===== config.mk =====
export PLATFORM = sky130hd
export DESIGN_NAME = pfs_supervisor
export DESIGN_NICKNAME = d
export VERILOG_FILES = /design/src/hw/pfs_pkg.sv /design/src/hw/pfs_delay_timer.sv /design/src/hw/pfs_supervisor.sv
export SDC_FILE = /design/constraint.sdc
export NUM_CORES = 1
export LEC_CHECK = 0
export BUFFER_PORTS_ARGS = -buffer_cell sky130_fd_sc_hd__buf_2
export CAP_MARGIN = 20
export CORE_UTILIZATION = 55
export DETAILED_ROUTE_END_ITERATION = 8
export GPL_ROUTABILITY_DRIVEN = 0
export PLACE_DENSITY = 0.77
export SYNTH_ARGS = -nofsm -noshare
export SYNTH_HDL_FRONTEND = slang
export SYNTH_SLANG_ARGS = --single-unit

===== constraint.sdc =====
create_clock -name ref_clk_in -period 3.6 [get_ports ref_clk_in]
set_clock_uncertainty 0.1 [all_clocks]
set_input_delay 0.54 -clock ref_clk_in [delete_from_list [all_inputs] [get_ports ref_clk_in]]
set_output_delay 0.54 -clock ref_clk_in [all_outputs]
set_load 0.1 [all_outputs]

===== src/hw/pfs_pkg.sv =====
package pfs_pkg;
  // ----------------------------------------------------------------------
  // Timing constants
  // ----------------------------------------------------------------------
  localparam int CLK_PERIOD_NS      = 10;       // Clock period at 100 MHz
  localparam int OC_DELAY_NS        = 50;       // Overcurrent response delay
  localparam int OC_DELAY_CYC       = (OC_DELAY_NS + CLK_PERIOD_NS - 1) / CLK_PERIOD_NS;
  localparam int SLOPE_WINDOW_NS    = 30;       // Slope discrimination window
  localparam int SLOPE_WINDOW_CYC   = (SLOPE_WINDOW_NS + CLK_PERIOD_NS - 1) / CLK_PERIOD_NS;
  localparam int SC_RESET_NS        = 350000;   // Input-low time that clears short latch
  localparam int SC_RESET_CYC       = (SC_RESET_NS + CLK_PERIOD_NS - 1) / CLK_PERIOD_NS;
  localparam int BLANK_NS           = 200;      // Ideal-diode blanking after input fall
  localparam int BLANK_CYC          = (BLANK_NS + CLK_PERIOD_NS - 1) / CLK_PERIOD_NS;
  localparam int CNT_W              = 20;       // Width of timing counters

  // ----------------------------------------------------------------------
  // Ideal-diode states
  // ----------------------------------------------------------------------
  typedef enum logic [1:0] {
    PFS_IDM_BLANK   = 2'b00,  // Off, waiting for blank time
    PFS_IDM_MONITOR = 2'b01,  // Off, watching for negative drain
    PFS_IDM_CONDUCT = 2'b10   // On, conducting third-quadrant current
  } pfs_idm_type;
endpackage : pfs_pkg


===== src/hw/pfs_delay_timer.sv =====
// Counts consecutive cycles of a level; done when it reached the limit
module pfs_delay_timer #(
  parameter int unsigned LIMIT = 4
) (
  input  wire logic ref_clk_in,
  input  wire logic reset_in,
  input  wire logic level_in,   // Level being timed
  output logic      done_out    // Level held for LIMIT cycles
);
  // ----------------------------------------------------------------------
  // Counter
  // ----------------------------------------------------------------------
  logic [pfs_pkg::CNT_W-1:0] cnt_q;   // Cycles seen so far
  logic [pfs_pkg::CNT_W-1:0] cnt_d;   // Next count
  localparam logic [pfs_pkg::CNT_W-1:0] LIM = pfs_pkg::CNT_W'(LIMIT);

  // Saturating count while level holds, clear otherwise
  always_comb begin
    if (!level_in) begin
      cnt_d = '0;
    end else if (cnt_q < LIM) begin
      cnt_d = cnt_q + 1'b1;
    end else begin
      cnt_d = cnt_q;
    end
  end

  // Register the count
  always_ff @(posedge ref_clk_in) begin
    if (reset_in) begin
      cnt_q <= '0;
    end else begin
      cnt_q <= cnt_d;
    end
  end

  assign done_out = level_in && (cnt_q >= LIM);
endmodule : pfs_delay_timer


===== src/hw/pfs_supervisor.sv =====
// Contract
// - Overcurrent turns switch off after delay, unlatched
// - Overcurrent clears when switch input falls
// - Delayed overcurrent versus short: short wins only within the slope window
// - Short turns off with reduced drive
// - Short latches off until long input low
// - Transistor overtemp enters ideal-diode operation
// - Driver overtemp disables regulator, converter, switch
// - Driver overtemp suppresses ideal-diode operation
// - Fault low on either overtemp state
// - Release fault after both sensors cool
// - Driver cools, transistor hot: back to diode
// - Undervoltage holds switch off, fault low
// - Regulators enable on lockout rise, off when bias falls to about 5 V to 6 V
// - Open drive pin while monitored: off, fault
// - Open pin gone: resume, release fault
// - Fault encoding across both fault outputs
// - Pin shorted to aux at power-up stops monitoring
// - Temperature output high during transistor overtemp
// - Input fall forces off, starts blanking
module pfs_supervisor (
  input  wire logic ref_clk_in,
  input  wire logic reset_in,
  input  wire logic switch_in,              // Switch command from controller (pin)
  input  wire logic oc_cmp_in,              // Current above overcurrent threshold
  input  wire logic sc_cmp_in,              // Current above short-circuit threshold
  input  wire logic fet_hot_in,             // Transistor sensor above upper trip
  input  wire logic fet_cool_in,            // Transistor sensor below lower trip
  input  wire logic drv_hot_in,             // Driver sensor above upper trip
  input  wire logic drv_cool_in,            // Driver sensor below lower trip
  input  wire logic supply_ok_in,           // Bias above lockout threshold
  input  wire logic supply_low_in,          // Bias fell to about 5 V to 6 V
  input  wire logic drive_pin_open_in,      // Drive-strength pin above range
  input  wire logic drive_pin_aux_in,       // Drive-strength pin shorted to aux rail
  input  wire logic drain_negative_in,      // Drain voltage negative
  input  wire logic both_outputs_en_in,     // Report on both fault outputs
  output logic      gate_on_out,            // Power transistor gate enable
  output logic      slow_turnoff_out,       // Reduced drive strength on turn-off
  output logic      aux_regulator_en_out,   // Aux regulator and negative rail enable
  output logic      fault_out_n,            // Active-low fault output
  output logic      overcurrent_flag_out_n, // Active-low overcurrent output
  output logic      temp_flag_out           // Temperature output forced high
);
  // ----------------------------------------------------------------------
  // Input synchronisers
  // ----------------------------------------------------------------------
  localparam int NS = 12;                   // Number of synchronised pins
  logic [NS-1:0] raw;                       // Raw pin vector
  logic [NS-1:0] s1_q;                      // First stage
  logic [NS-1:0] s2_q;                      // Second stage, safe to use
  assign raw = {switch_in, oc_cmp_in, sc_cmp_in, fet_hot_in, fet_cool_in, drv_hot_in,
                drv_cool_in, supply_ok_in, supply_low_in, drive_pin_open_in,
                drive_pin_aux_in, drain_negative_in};

  // Two-flop synchroniser for every pin except both_outputs_en_in
  always_ff @(posedge ref_clk_in) begin
    if (reset_in) begin
      s1_q <= '0;
      s2_q <= '0;
    end else begin
      s1_q <= raw;
      s2_q <= s1_q;
    end
  end

  logic sw, oc, sc, fhot, fcool, dhot, dcool, uv_ok, uv_low, pin_open, pin_aux, dneg;
  assign {sw, oc, sc, fhot, fcool, dhot, dcool, uv_ok, uv_low, pin_open, pin_aux,
          dneg} = s2_q;

  // ----------------------------------------------------------------------
  // Timers
  // ----------------------------------------------------------------------
  logic oc_win_done;   // Overcurrent held for slope window
  logic oc_del_done;   // Overcurrent held for response delay
  logic sw_low_done;   // Input held low for latch reset
  logic blank_done;    // Blanking since input fall expired
  logic blank_run;     // Blank timer level

  pfs_delay_timer #(.LIMIT(pfs_pkg::SLOPE_WINDOW_CYC)) u_win (
    .ref_clk_in(ref_clk_in), .reset_in(reset_in), .level_in(oc), .done_out(oc_win_done));
  pfs_delay_timer #(.LIMIT(pfs_pkg::OC_DELAY_CYC)) u_del (
    .ref_clk_in(ref_clk_in), .reset_in(reset_in), .level_in(oc), .done_out(oc_del_done));
  pfs_delay_timer #(.LIMIT(pfs_pkg::SC_RESET_CYC)) u_rst (
    .ref_clk_in(ref_clk_in), .reset_in(reset_in), .level_in(!sw), .done_out(sw_low_done));
  pfs_delay_timer #(.LIMIT(pfs_pkg::BLANK_CYC)) u_blk (
    .ref_clk_in(ref_clk_in), .reset_in(reset_in), .level_in(blank_run),
    .done_out(blank_done));

  // ----------------------------------------------------------------------
  // Fault state
  // ----------------------------------------------------------------------
  logic oc_q, oc_d;            // Cycle-by-cycle overcurrent
  logic sc_q, sc_d;            // Latched short circuit
  logic fot_q, fot_d;          // Transistor overtemp
  logic dot_q, dot_d;          // Driver overtemp
  logic mon_q, mon_d;          // Drive pin monitored
  logic strap_q, strap_d;      // Strap sampled once
  logic ldo_q, ldo_d;          // Regulators enabled
  logic sw_q;                  // Previous input, for edge detect
  pfs_pkg::pfs_idm_type idm_q, idm_d;
  logic sw_fall;
  assign sw_fall = sw_q && !sw;

  // Next-state for all fault flags; set has priority over clear, except the regulator enable, where off wins
  always_comb begin
    oc_d    = oc_q;
    sc_d    = sc_q;
    fot_d   = fot_q;
    dot_d   = dot_q;
    mon_d   = mon_q;
    strap_d = strap_q;
    ldo_d   = ldo_q;
    // Short wins when its comparator beats the windowed overcurrent
    if (sc && !oc_win_done && !oc_q) begin
      sc_d = 1'b1;
    end else if (sc_q && sw_low_done) begin
      sc_d = 1'b0;
    end
    if (oc_del_done && !sc_d) begin
      oc_d = 1'b1;
    end else if (!sw) begin
      oc_d = 1'b0;
    end
    if (fhot) begin
      fot_d = 1'b1;
    end else if (fcool) begin
      fot_d = 1'b0;
    end
    if (dhot) begin
      dot_d = 1'b1;
    end else if (dcool) begin
      dot_d = 1'b0;
    end
    // Strap checked once, first cycle with good supply
    if (!strap_q && uv_ok) begin
      strap_d = 1'b1;
      mon_d   = !pin_aux;
    end
    // Regulators on at lockout rise, off near 5 V to 6 V or driver hot
    // Held off through the cycle the driver flag clears, so the restart is not early
    if (uv_low || dot_q || dot_d) begin
      ldo_d = 1'b0;
    end else if (uv_ok) begin
      ldo_d = 1'b1;
    end
  end

  // Ideal-diode sequence, restarted on every input fall
  always_comb begin
    idm_d = idm_q;
    unique case (idm_q)
      pfs_pkg::PFS_IDM_BLANK:   if (blank_done) idm_d = pfs_pkg::PFS_IDM_MONITOR;
      pfs_pkg::PFS_IDM_MONITOR: if (dneg) idm_d = pfs_pkg::PFS_IDM_CONDUCT;
      pfs_pkg::PFS_IDM_CONDUCT: if (!dneg) idm_d = pfs_pkg::PFS_IDM_MONITOR;
      default:                  idm_d = pfs_pkg::PFS_IDM_MONITOR;
    endcase
    if (!fot_q || dot_q) begin
      idm_d = pfs_pkg::PFS_IDM_MONITOR;
    end
    if (sw_fall) begin
      idm_d = pfs_pkg::PFS_IDM_BLANK;
    end
  end
  assign blank_run = (idm_q == pfs_pkg::PFS_IDM_BLANK) && !sw_fall;

  // Register all fault state
  always_ff @(posedge ref_clk_in) begin
    if (reset_in) begin
      oc_q    <= 1'b0;
      sc_q    <= 1'b0;
      fot_q   <= 1'b0;
      dot_q   <= 1'b0;
      mon_q   <= 1'b0;
      strap_q <= 1'b0;
      ldo_q   <= 1'b0;
      sw_q    <= 1'b0;
      idm_q   <= pfs_pkg::PFS_IDM_MONITOR;
    end else begin
      oc_q    <= oc_d;
      sc_q    <= sc_d;
      fot_q   <= fot_d;
      dot_q   <= dot_d;
      mon_q   <= mon_d;
      strap_q <= strap_d;
      ldo_q   <= ldo_d;
      sw_q    <= sw;
      idm_q   <= idm_d;
    end
  end

  // ----------------------------------------------------------------------
  // Outputs
  // ----------------------------------------------------------------------
  logic uvlo, open_fault, temp_fault, gate_d, slow_d, flt_d, ocf_d;
  logic gate_q, slow_q, flt_q, ocf_q;
  assign uvlo       = !uv_ok;
  assign open_fault = mon_q && pin_open;
  assign temp_fault = fot_q || dot_q;

  // Gate and flag decode; any blocking fault keeps the switch off
  always_comb begin
    if (uvlo || sc_q || oc_q || dot_q || open_fault) begin
      gate_d = 1'b0;
    end else if (fot_q) begin
      gate_d = (idm_q == pfs_pkg::PFS_IDM_CONDUCT);
    end else begin
      gate_d = sw;
    end
    slow_d = sc_q;
    flt_d  = !(uvlo || temp_fault || open_fault || sc_q ||
               (oc_q && !both_outputs_en_in));
    ocf_d  = !(both_outputs_en_in && (oc_q || sc_q));
  end

  // Register outputs
  always_ff @(posedge ref_clk_in) begin
    if (reset_in) begin
      gate_q <= 1'b0;
      slow_q <= 1'b0;
      flt_q  <= 1'b0;
      ocf_q  <= 1'b1;
    end else begin
      gate_q <= gate_d;
      slow_q <= slow_d;
      flt_q  <= flt_d;
      ocf_q  <= ocf_d;
    end
  end

  assign gate_on_out            = gate_q;
  assign slow_turnoff_out       = slow_q;
  assign fault_out_n            = flt_q;
  assign overcurrent_flag_out_n = ocf_q;
  assign aux_regulator_en_out   = ldo_q;
  assign temp_flag_out          = fot_q;

  // ----------------------------------------------------------------------
  // Assertions
  // ----------------------------------------------------------------------
  property p_sc_gate_off;
    @(posedge ref_clk_in) disable iff (reset_in) sc_q |=> !gate_on_out;
  endproperty
  a_sc_gate_off: assert property (p_sc_gate_off) else $error("gate on in short");

  property p_sc_slow;
    @(posedge ref_clk_in) disable iff (reset_in) sc_q |=> slow_turnoff_out;
  endproperty
  a_sc_slow: assert property (p_sc_slow) else $error("short not slow");

  property p_oc_clear;
    @(posedge ref_clk_in) disable iff (reset_in) (oc_q && !sw && !oc_del_done) |=> !oc_q;
  endproperty
  a_oc_clear: assert property (p_oc_clear) else $error("overcurrent stuck");

  property p_oc_off;
    @(posedge ref_clk_in) disable iff (reset_in) oc_q |=> !gate_on_out;
  endproperty
  a_oc_off: assert property (p_oc_off) else $error("gate on in overcurrent");

  property p_temp_fault;
    @(posedge ref_clk_in) disable iff (reset_in) temp_fault |=> !fault_out_n;
  endproperty
  a_temp_fault: assert property (p_temp_fault) else $error("fault not low");

  property p_drv_off;
    @(posedge ref_clk_in) disable iff (reset_in) dot_q |=> (!gate_on_out && !aux_regulator_en_out);
  endproperty
  a_drv_off: assert property (p_drv_off) else $error("driver hot yet on");

  property p_uvlo;
    @(posedge ref_clk_in) disable iff (reset_in) uvlo |=> (!gate_on_out && !fault_out_n);
  endproperty
  a_uvlo: assert property (p_uvlo) else $error("lockout not held");

  property p_open;
    @(posedge ref_clk_in) disable iff (reset_in) open_fault |=> (!gate_on_out && !fault_out_n);
  endproperty
  a_open: assert property (p_open) else $error("open pin not held");

  property p_fall;
    @(posedge ref_clk_in) disable iff (reset_in)
      sw_fall |=> (idm_q == pfs_pkg::PFS_IDM_BLANK) ##1 !gate_on_out;
  endproperty
  a_fall: assert property (p_fall) else $error("fall did not blank");

  property p_oc_enc;
    @(posedge ref_clk_in) disable iff (reset_in)
      (oc_q && !sc_q && both_outputs_en_in) |=> !overcurrent_flag_out_n;
  endproperty
  a_oc_enc: assert property (p_oc_enc) else $error("overcurrent not shown");
endmodule : pfs_supervisor


==> impl_metrics.py, run 1 <==
metrics = {
    "clock_tree": {
        "clock_latency_ps": 510,
        "cts.htree.levels": 4,
        "clk_pin_slew_ps": 60,
        "cts.sinks": 118,
        "post_cts_buffers": 0,
        "numCtsBuffers": 17,
        "cts-resized-gates": 0,
        "cts_tree": "done",
        "clk_path_buf_depth": 2,
        "clockRootBuffer": "clkbuf_8",
        "holdBufCountCts": 0,
    },
    "placement": {
        "post-place-ws_ps": 1332,
        "dpl.hpwl_um": 4431,
        "port_buffers": 20,
    },
    "floorplanning": {
        "ios": 21,
        "core_um2": 7292,
        "die_w_um": 89.14,
        "die-area_um2": 7946,
        "rows": 31,
        "start_util_pct": 57.28,
        "die_y_um": 89.14,
    },
    "synthesis": {
        "async_flop_share_pct": 0,
        "synthSimpleGateAreaFrac_pct": 27.98,
        "synthFlopType": "dfxtp_1",
        "synth_xor_xnor_area_share_pct": 0.2097,
        "yosysUniqueCellTypes": 40,
        "synth.mux.area_fraction_pct": 0.9587,
        "ys_seq_area_share_pct": 56.56,
        "synth.avg_cell_area_um2": 10.04,
        "synth_top_area_share_pct": 56.56,
        "synth_compound_area_share_pct": 9.107,
        "synth_cells": 416,
        "synth_warnings": 0,
        "synthAdderAreaFrac_pct": 2.397,
        "synthesis.nets": 439,
        "synth_seq_cells": 118,
        "synth-edff-count": 0,
        "synth_top_family_by_area": "simple AND/OR/NAND/NOR gates",
        "synth_top_area_cell": "dfxtp_1",
        "yosys-top-cells-area": "dfxtp_1 57%, and2_1 8.5%, nor2b_1 4.8%, ha_1 2.4%, a21oi_1 2.3%",
        "syn_area_um2": 4177,
    },
    "worst_setup_path": {
        "cp-end-kind": "flip-flop",
        "worst-endpoint-required_ps": 3930,
        "critical_path.top_delay_family": "simple AND/OR/NAND/NOR gates",
        "cpPeakStageDelay_ps": 580,
        "cp_num_buf_inv": 0,
        "r2r_start": "u_rst.cnt_q[6]",
        "worst_r2r_endpoint": "u_rst.cnt_q[5]",
        "critPathLaunchType": "flip-flop",
        "worstPathMaxFanout": 21,
        "critPathKind": "flip-flop to flip-flop",
        "crit_cells": 4,
        "path_cells": "or4_4 -> o2111a_1 -> or4_1 -> a21oi_1",
        "worst_path_max_delay_cell": "or4_1",
        "cp.arrival_ps": 2640,
        "r2r_setup_slack_ps": 1290,
        "r2r_cells": 4,
    },
    "timing": {
        "setup_slack_ps": 1289,
        "post-route-period-util_pct": 64.21,
        "rsz0062_at_grt": "false",
        "fmax_mhz": 432.6,
        "min_period_ps": 2311,
        "hold_viol": 0,
        "fin_setup_tns_ps": 0,
        "max-slew-margin-rel_pct": 51.20,
        "setup_viol": 0,
        "worst_pin_slew_ps": 731.3,
        "slew_viol_final": 0,
    },
    "hold_path": {
        "hold_path.class": "primary input to flip-flop",
        "min_to": "s1_q[7]",
        "hp-start": "fet_cool_in",
        "holdPathStages": 2,
    },
    "global_route": {
        "antenna_found_initial": 0,
        "grt_usage_pct": 19.92,
        "grt_overflow": 0,
        "grt_pass1_vias": 2741,
        "grt_max_degree": 44,
        "grt_first_pass_wirelength_um": 11870,
    },
    "finish": {
        "diodes": 0,
        "final_layout_size_suffix_gt1_share_pct": 12.97,
        "areaGrowthSynthToFinish_pct": 17.32,
        "utilization_pct": 67.19,
        "final_cell_mix": "118 x dfxtp_1, 57 x and2_1, 32 x nor2b_1",
        "layout_commonest_cell": "dfxtp_1",
        "layout.nets": 465,
    },
    "routing": {
        "drt_wl_total_um": 7068,
        "vias_per_cell": 5.312,
        "avgRoutedWirePerCell_um": 12.76,
        "first_pass_iters": 4,
        "postRouteAntennaNets": 0,
        "drc": 0,
        "routed-via-count": 2943,
        "drtIter0Drc": 85,
    },
    "power": {
        "p_leak_uw": 0.001982,
        "ir_drop_mv": 0.5021,
        "powerDensity_nw_per_um2": 597.3,
    },
    "run_status": {
        "outcome": "finished, final reports clean",
    },
    "run": {
        "cap_violations": 0,
    },
}
[worst reg2reg max path, cell delays in order (launching register included)]
cell and delay (ps):
dfxtp_1 350, or4_4 550, o2111a_1 480, or4_1 580
a21oi_1 180
[cells in the mapped netlist, types with 2 or more instances]
cell type and instances:
dfxtp_1 118, nor4_1 11, nand2b_1 2, or3_1 5
nand3_1 16, a41o_1 2, nand4_1 6, a31oi_1 7
and4_1 5, o31ai_1 10, clkbuf_1 14, or2_2 2
nor2_1 14, ha_1 8, mux2i_1 4, nor3_1 10
and3_1 5, and2_1 57, o21a_1 4, nor2b_1 32
o21ai_0 9, nand2_1 16, inv_1 14, a21oi_1 19
or4_1 11
[how the worst max path moves through the flow]
| stage | from | to | slack, ps |
|---|---|---|---|
| global route | u_rst.cnt_q[8] | u_rst.cnt_q[9] | 1200 |
| detailed placement | u_rst.cnt_q[6] | u_rst.cnt_q[5] | 1330 |
| global placement | u_rst.cnt_q[6] | u_rst.cnt_q[10] | 1410 |
| floorplan | u_rst.cnt_q[6] | u_rst.cnt_q[10] | 1570 |
| CTS | u_rst.cnt_q[6] | u_rst.cnt_q[5] | 1290 |
| finish | u_rst.cnt_q[6] | u_rst.cnt_q[5] | 1290 |
[power by group]
part | total (uW) | switching (uW) | internal [uW]
sequential | 1340 | 12.1 | 1330
clock | 1510 | 630 | 882
combinational | 74.3 | 47.7 | 26.6
[state kept, by name, indices dropped and copies added, names as in the netlist, 2 cells and up]
| name | flops |
|---|---|
| u_blk.cnt_q | 20 |
| u_del.cnt_q | 20 |
| s1_q | 12 |
| u_rst.cnt_q | 20 |
| s2_q | 12 |
| u_win.cnt_q | 20 |
| idm_q | 2 |
[per-layer routing]
metal  vias to the layer above  GRT usage [%]  share of wire, %
met5                         -              0                 0
met4                         0          12.55               2.4
met3                        18          5.725               3.6
met2                        54          32.55                47
met1                      1359          23.04                47
li1                       1512              -                 -
[kinds of logic (layout without fill, tap and decap cells)]
family,count (synthesis),after routing
flops,118,118
simple gates,197,197
compound gates,59,59
buf+inv,29,68
mux,4,4
xor+xnor,1,1
fa+ha+maj,8,8
[cell type report]
type	count	area [um^2]
sequential	118	2362
timing repair buffer	22	115.1
multi-input combinational	269	1698
clock buffer	18	427.9
clock inverter	14	120.1
fill	611	2392
tap	99	123.9
inverter	14	52.55
[per-stage QoR]
stage / power (uW) / hold WS, ps / instances / instance area, um^2
finish: 2926 / 131.5 / 554 / 4900
global route: 3029 / 127.7 / 554 / 4900
detailed placement: 1442 / 303.0 / 522 / 4352
floorplan: 1421 / 289.7 / 416 / 4177
global placement: 1440 / 293.9 / 522 / 4352
CTS: 2953 / 117.5 / 554 / 4900
No activity file was read; power rests on OpenSTA's default activity.
==> run 2, diff against run 1 <==
- clock period: 3.6 -> 2.18 ns (I/O delays scaled with it)
==> run 2 against run 1 <==
  * Clock power is 80% higher
  * Critical path type unchanged
  * Combinational power grew 99%
  * Register-to-register slack got worse by 1200 ps
  * Largest power group unchanged
  * Via count up 2.8%
  * Cell area is 5.0% higher
  * Non-clock buffer count rose by 22
  * Core utilization increased by 3.3 points
==> impl_metrics.py, run 2 (same netlist as run 1, synthesis figures left out) <==
metrics = {
    "power": {
        "powerDensity_nw_per_um2": 987.6,
        "p_leak_uw": 0.002092,
        "ir_drop_mv": 0.7071,
    },
    "finish": {
        "final-seq-area_um2": 2362,
        "diodes": 0,
        "areaGrowthSynthToFinish_pct": 23.16,
        "fill_cells": 545,
        "final_cell_mix": "118 x dfxtp_1, 57 x and2_1, 32 x nor2b_1",
        "utilization_pct": 70.54,
        "layout.nets": 487,
        "multi_input_comb_area_um2": 1699,
        "final_layout_size_suffix_gt1_share_pct": 14.47,
        "layout_commonest_cell": "dfxtp_1",
    },
    "clock_tree": {
        "cts_tree": "done",
        "cts.htree.levels": 4,
        "clock_latency_ps": 510,
        "clockRootBuffer": "clkbuf_8",
        "cts.sinks": 118,
        "post_cts_buffers": 0,
        "clk_path_buf_depth": 2,
        "clk_pin_slew_ps": 60,
        "numCtsBuffers": 17,
    },
    "worst_setup_path": {
        "r2r_start": "u_rst.cnt_q[8]",
        "worstPathMaxFanout": 15,
        "worst-endpoint-required_ps": 2510,
        "cpPeakStageDelay_ps": 530,
        "worst_path_max_delay_cell": "or4_4",
        "cp.arrival_ps": 2460,
        "critPathLaunchType": "flip-flop",
        "r2r_cells": 4,
        "worst_r2r_endpoint": "u_rst.cnt_q[8]",
        "cp-end-kind": "flip-flop",
        "path_cells": "or4_4 -> o2111a_2 -> or4_1 -> a21oi_1",
        "critPathKind": "flip-flop to flip-flop",
        "r2r_setup_slack_ps": 50,
    },
    "timing": {
        "fin_setup_tns_ps": 0,
        "hold_viol": 0,
        "slew_viol_final": 0,
        "worst_pin_slew_ps": 486.7,
        "min_period_ps": 2132,
        "rsz0062_at_grt": "false",
        "setup_slack_ps": 47.88,
        "fmax_mhz": 469.0,
        "post-route-period-util_pct": 97.80,
        "max-slew-margin-rel_pct": 67.77,
        "setup_viol": 0,
    },
    "routing": {
        "met1_length_um": 3575,
        "wl_met2_um": 3830,
        "met3WireLength_um": 227,
        "routed-via-count": 3026,
        "first_pass_iters": 4,
        "postRouteAntennaNets": 0,
        "drt_wl_total_um": 7724,
        "highest_layer": "met4",
        "avgRoutedWirePerCell_um": 13.41,
        "drc": 0,
        "drtIter0Drc": 134,
        "vias_per_cell": 5.253,
    },
    "run": {
        "cap_violations": 0,
    },
    "placement": {
        "dpl.hpwl_um": 4640,
        "port_buffers": 20,
        "post-place-ws_ps": -6.351,
    },
    "global_route": {
        "grt_overflow": 0,
        "grt_pass1_vias": 2912,
        "grt_first_pass_wirelength_um": 12740,
        "antenna_found_initial": 0,
        "grt_max_degree": 33,
        "grt_usage_pct": 21.35,
    },
    "hold_path": {
        "holdPathStages": 2,
        "hold_path.class": "primary input to flip-flop",
        "hp-start": "reset_in",
        "min_to": "s1_q[7]",
    },
    "floorplanning": {
        "ios": 21,
        "rows": 31,
        "die_y_um": 89.14,
        "start_util_pct": 57.28,
        "core_um2": 7292,
        "die_w_um": 89.14,
        "die-area_um2": 7946,
    },
    "run_status": {
        "outcome": "finished, final reports clean",
    },
}
## run 2: changes by cell type in the layout (fill, tap and decap cells not counted), sizes merged
cell and change:
buf +9, bufinv +2, clkinv -1, clkinvlp -1
dlygate4sd3 +13
## run 2: worst max-delay path by stage
| stage | start | to | slack, ps | cells after the start |
|---|---|---|---|---|
| floorplan | u_rst.cnt_q[6] | u_rst.cnt_q[10] | 150 | 5 |
| detailed placement | u_rst.cnt_q[8] | u_rst.cnt_q[8] | -6 | 4 |
| CTS | u_rst.cnt_q[8] | u_rst.cnt_q[8] | 60 | 4 |
| finish | u_rst.cnt_q[8] | u_rst.cnt_q[8] | 50 | 4 |
| global route | u_rst.cnt_q[8] | u_rst.cnt_q[8] | 2 | 4 |
| global placement | u_rst.cnt_q[8] | u_rst.cnt_q[9] | 90 | 4 |
## run 2: per-stage QoR
step           cell area (um^2)  cells  hold slack, ps  power [uW]
2_1_floorplan              4177    416           289.7        2347
3_3_place_gp               4419    531           293.3        2381
3_5_place_dp               4419    531           322.0        2385
4_1_cts                    5144    576           112.4        5131
5_1_grt                    5144    576           150.8        5246
6_report                   5144    576           141.9        5080
## run 2: power by group
part,switching (uW),internal [uW],leakage (uW)
combinational,86.0,61.8,0.000849
clock,1030,1690,0.000285
sequential,19.8,2190,0.000957
## run 2: worst max-delay path: cells and delay by family, from the launching register on
family          cells  cell delay [ps]
flops               1              360
compound gates      2              530
simple gates        2             1050
## run 2: repair_timing
| action | 4_1_cts | 5_1_grt |
|---|---|---|
| hold buffers | 13 | 0 |
| endpoints found under the setup margin | 1 | 0 |
| endpoints found under the hold margin | 14 | 0 |
| gates resized for setup | 1 | 0 |
## run 2: per-layer routing
layer  track usage [%]  vias to the layer above
met2             35.60                       49
met1             25.23                     1414
met5                 0                        -
met4             10.53                        0
met3             6.187                       10
li1                  -                     1553
## run 2: cell type report
class	instances	area share, %
clock buffer	18	8.319
clock inverter	14	3.211
multi-input combinational	269	33.03
tap	99	2.408
sequential	118	45.93
timing repair buffer	44	6.081
inverter	14	1.022
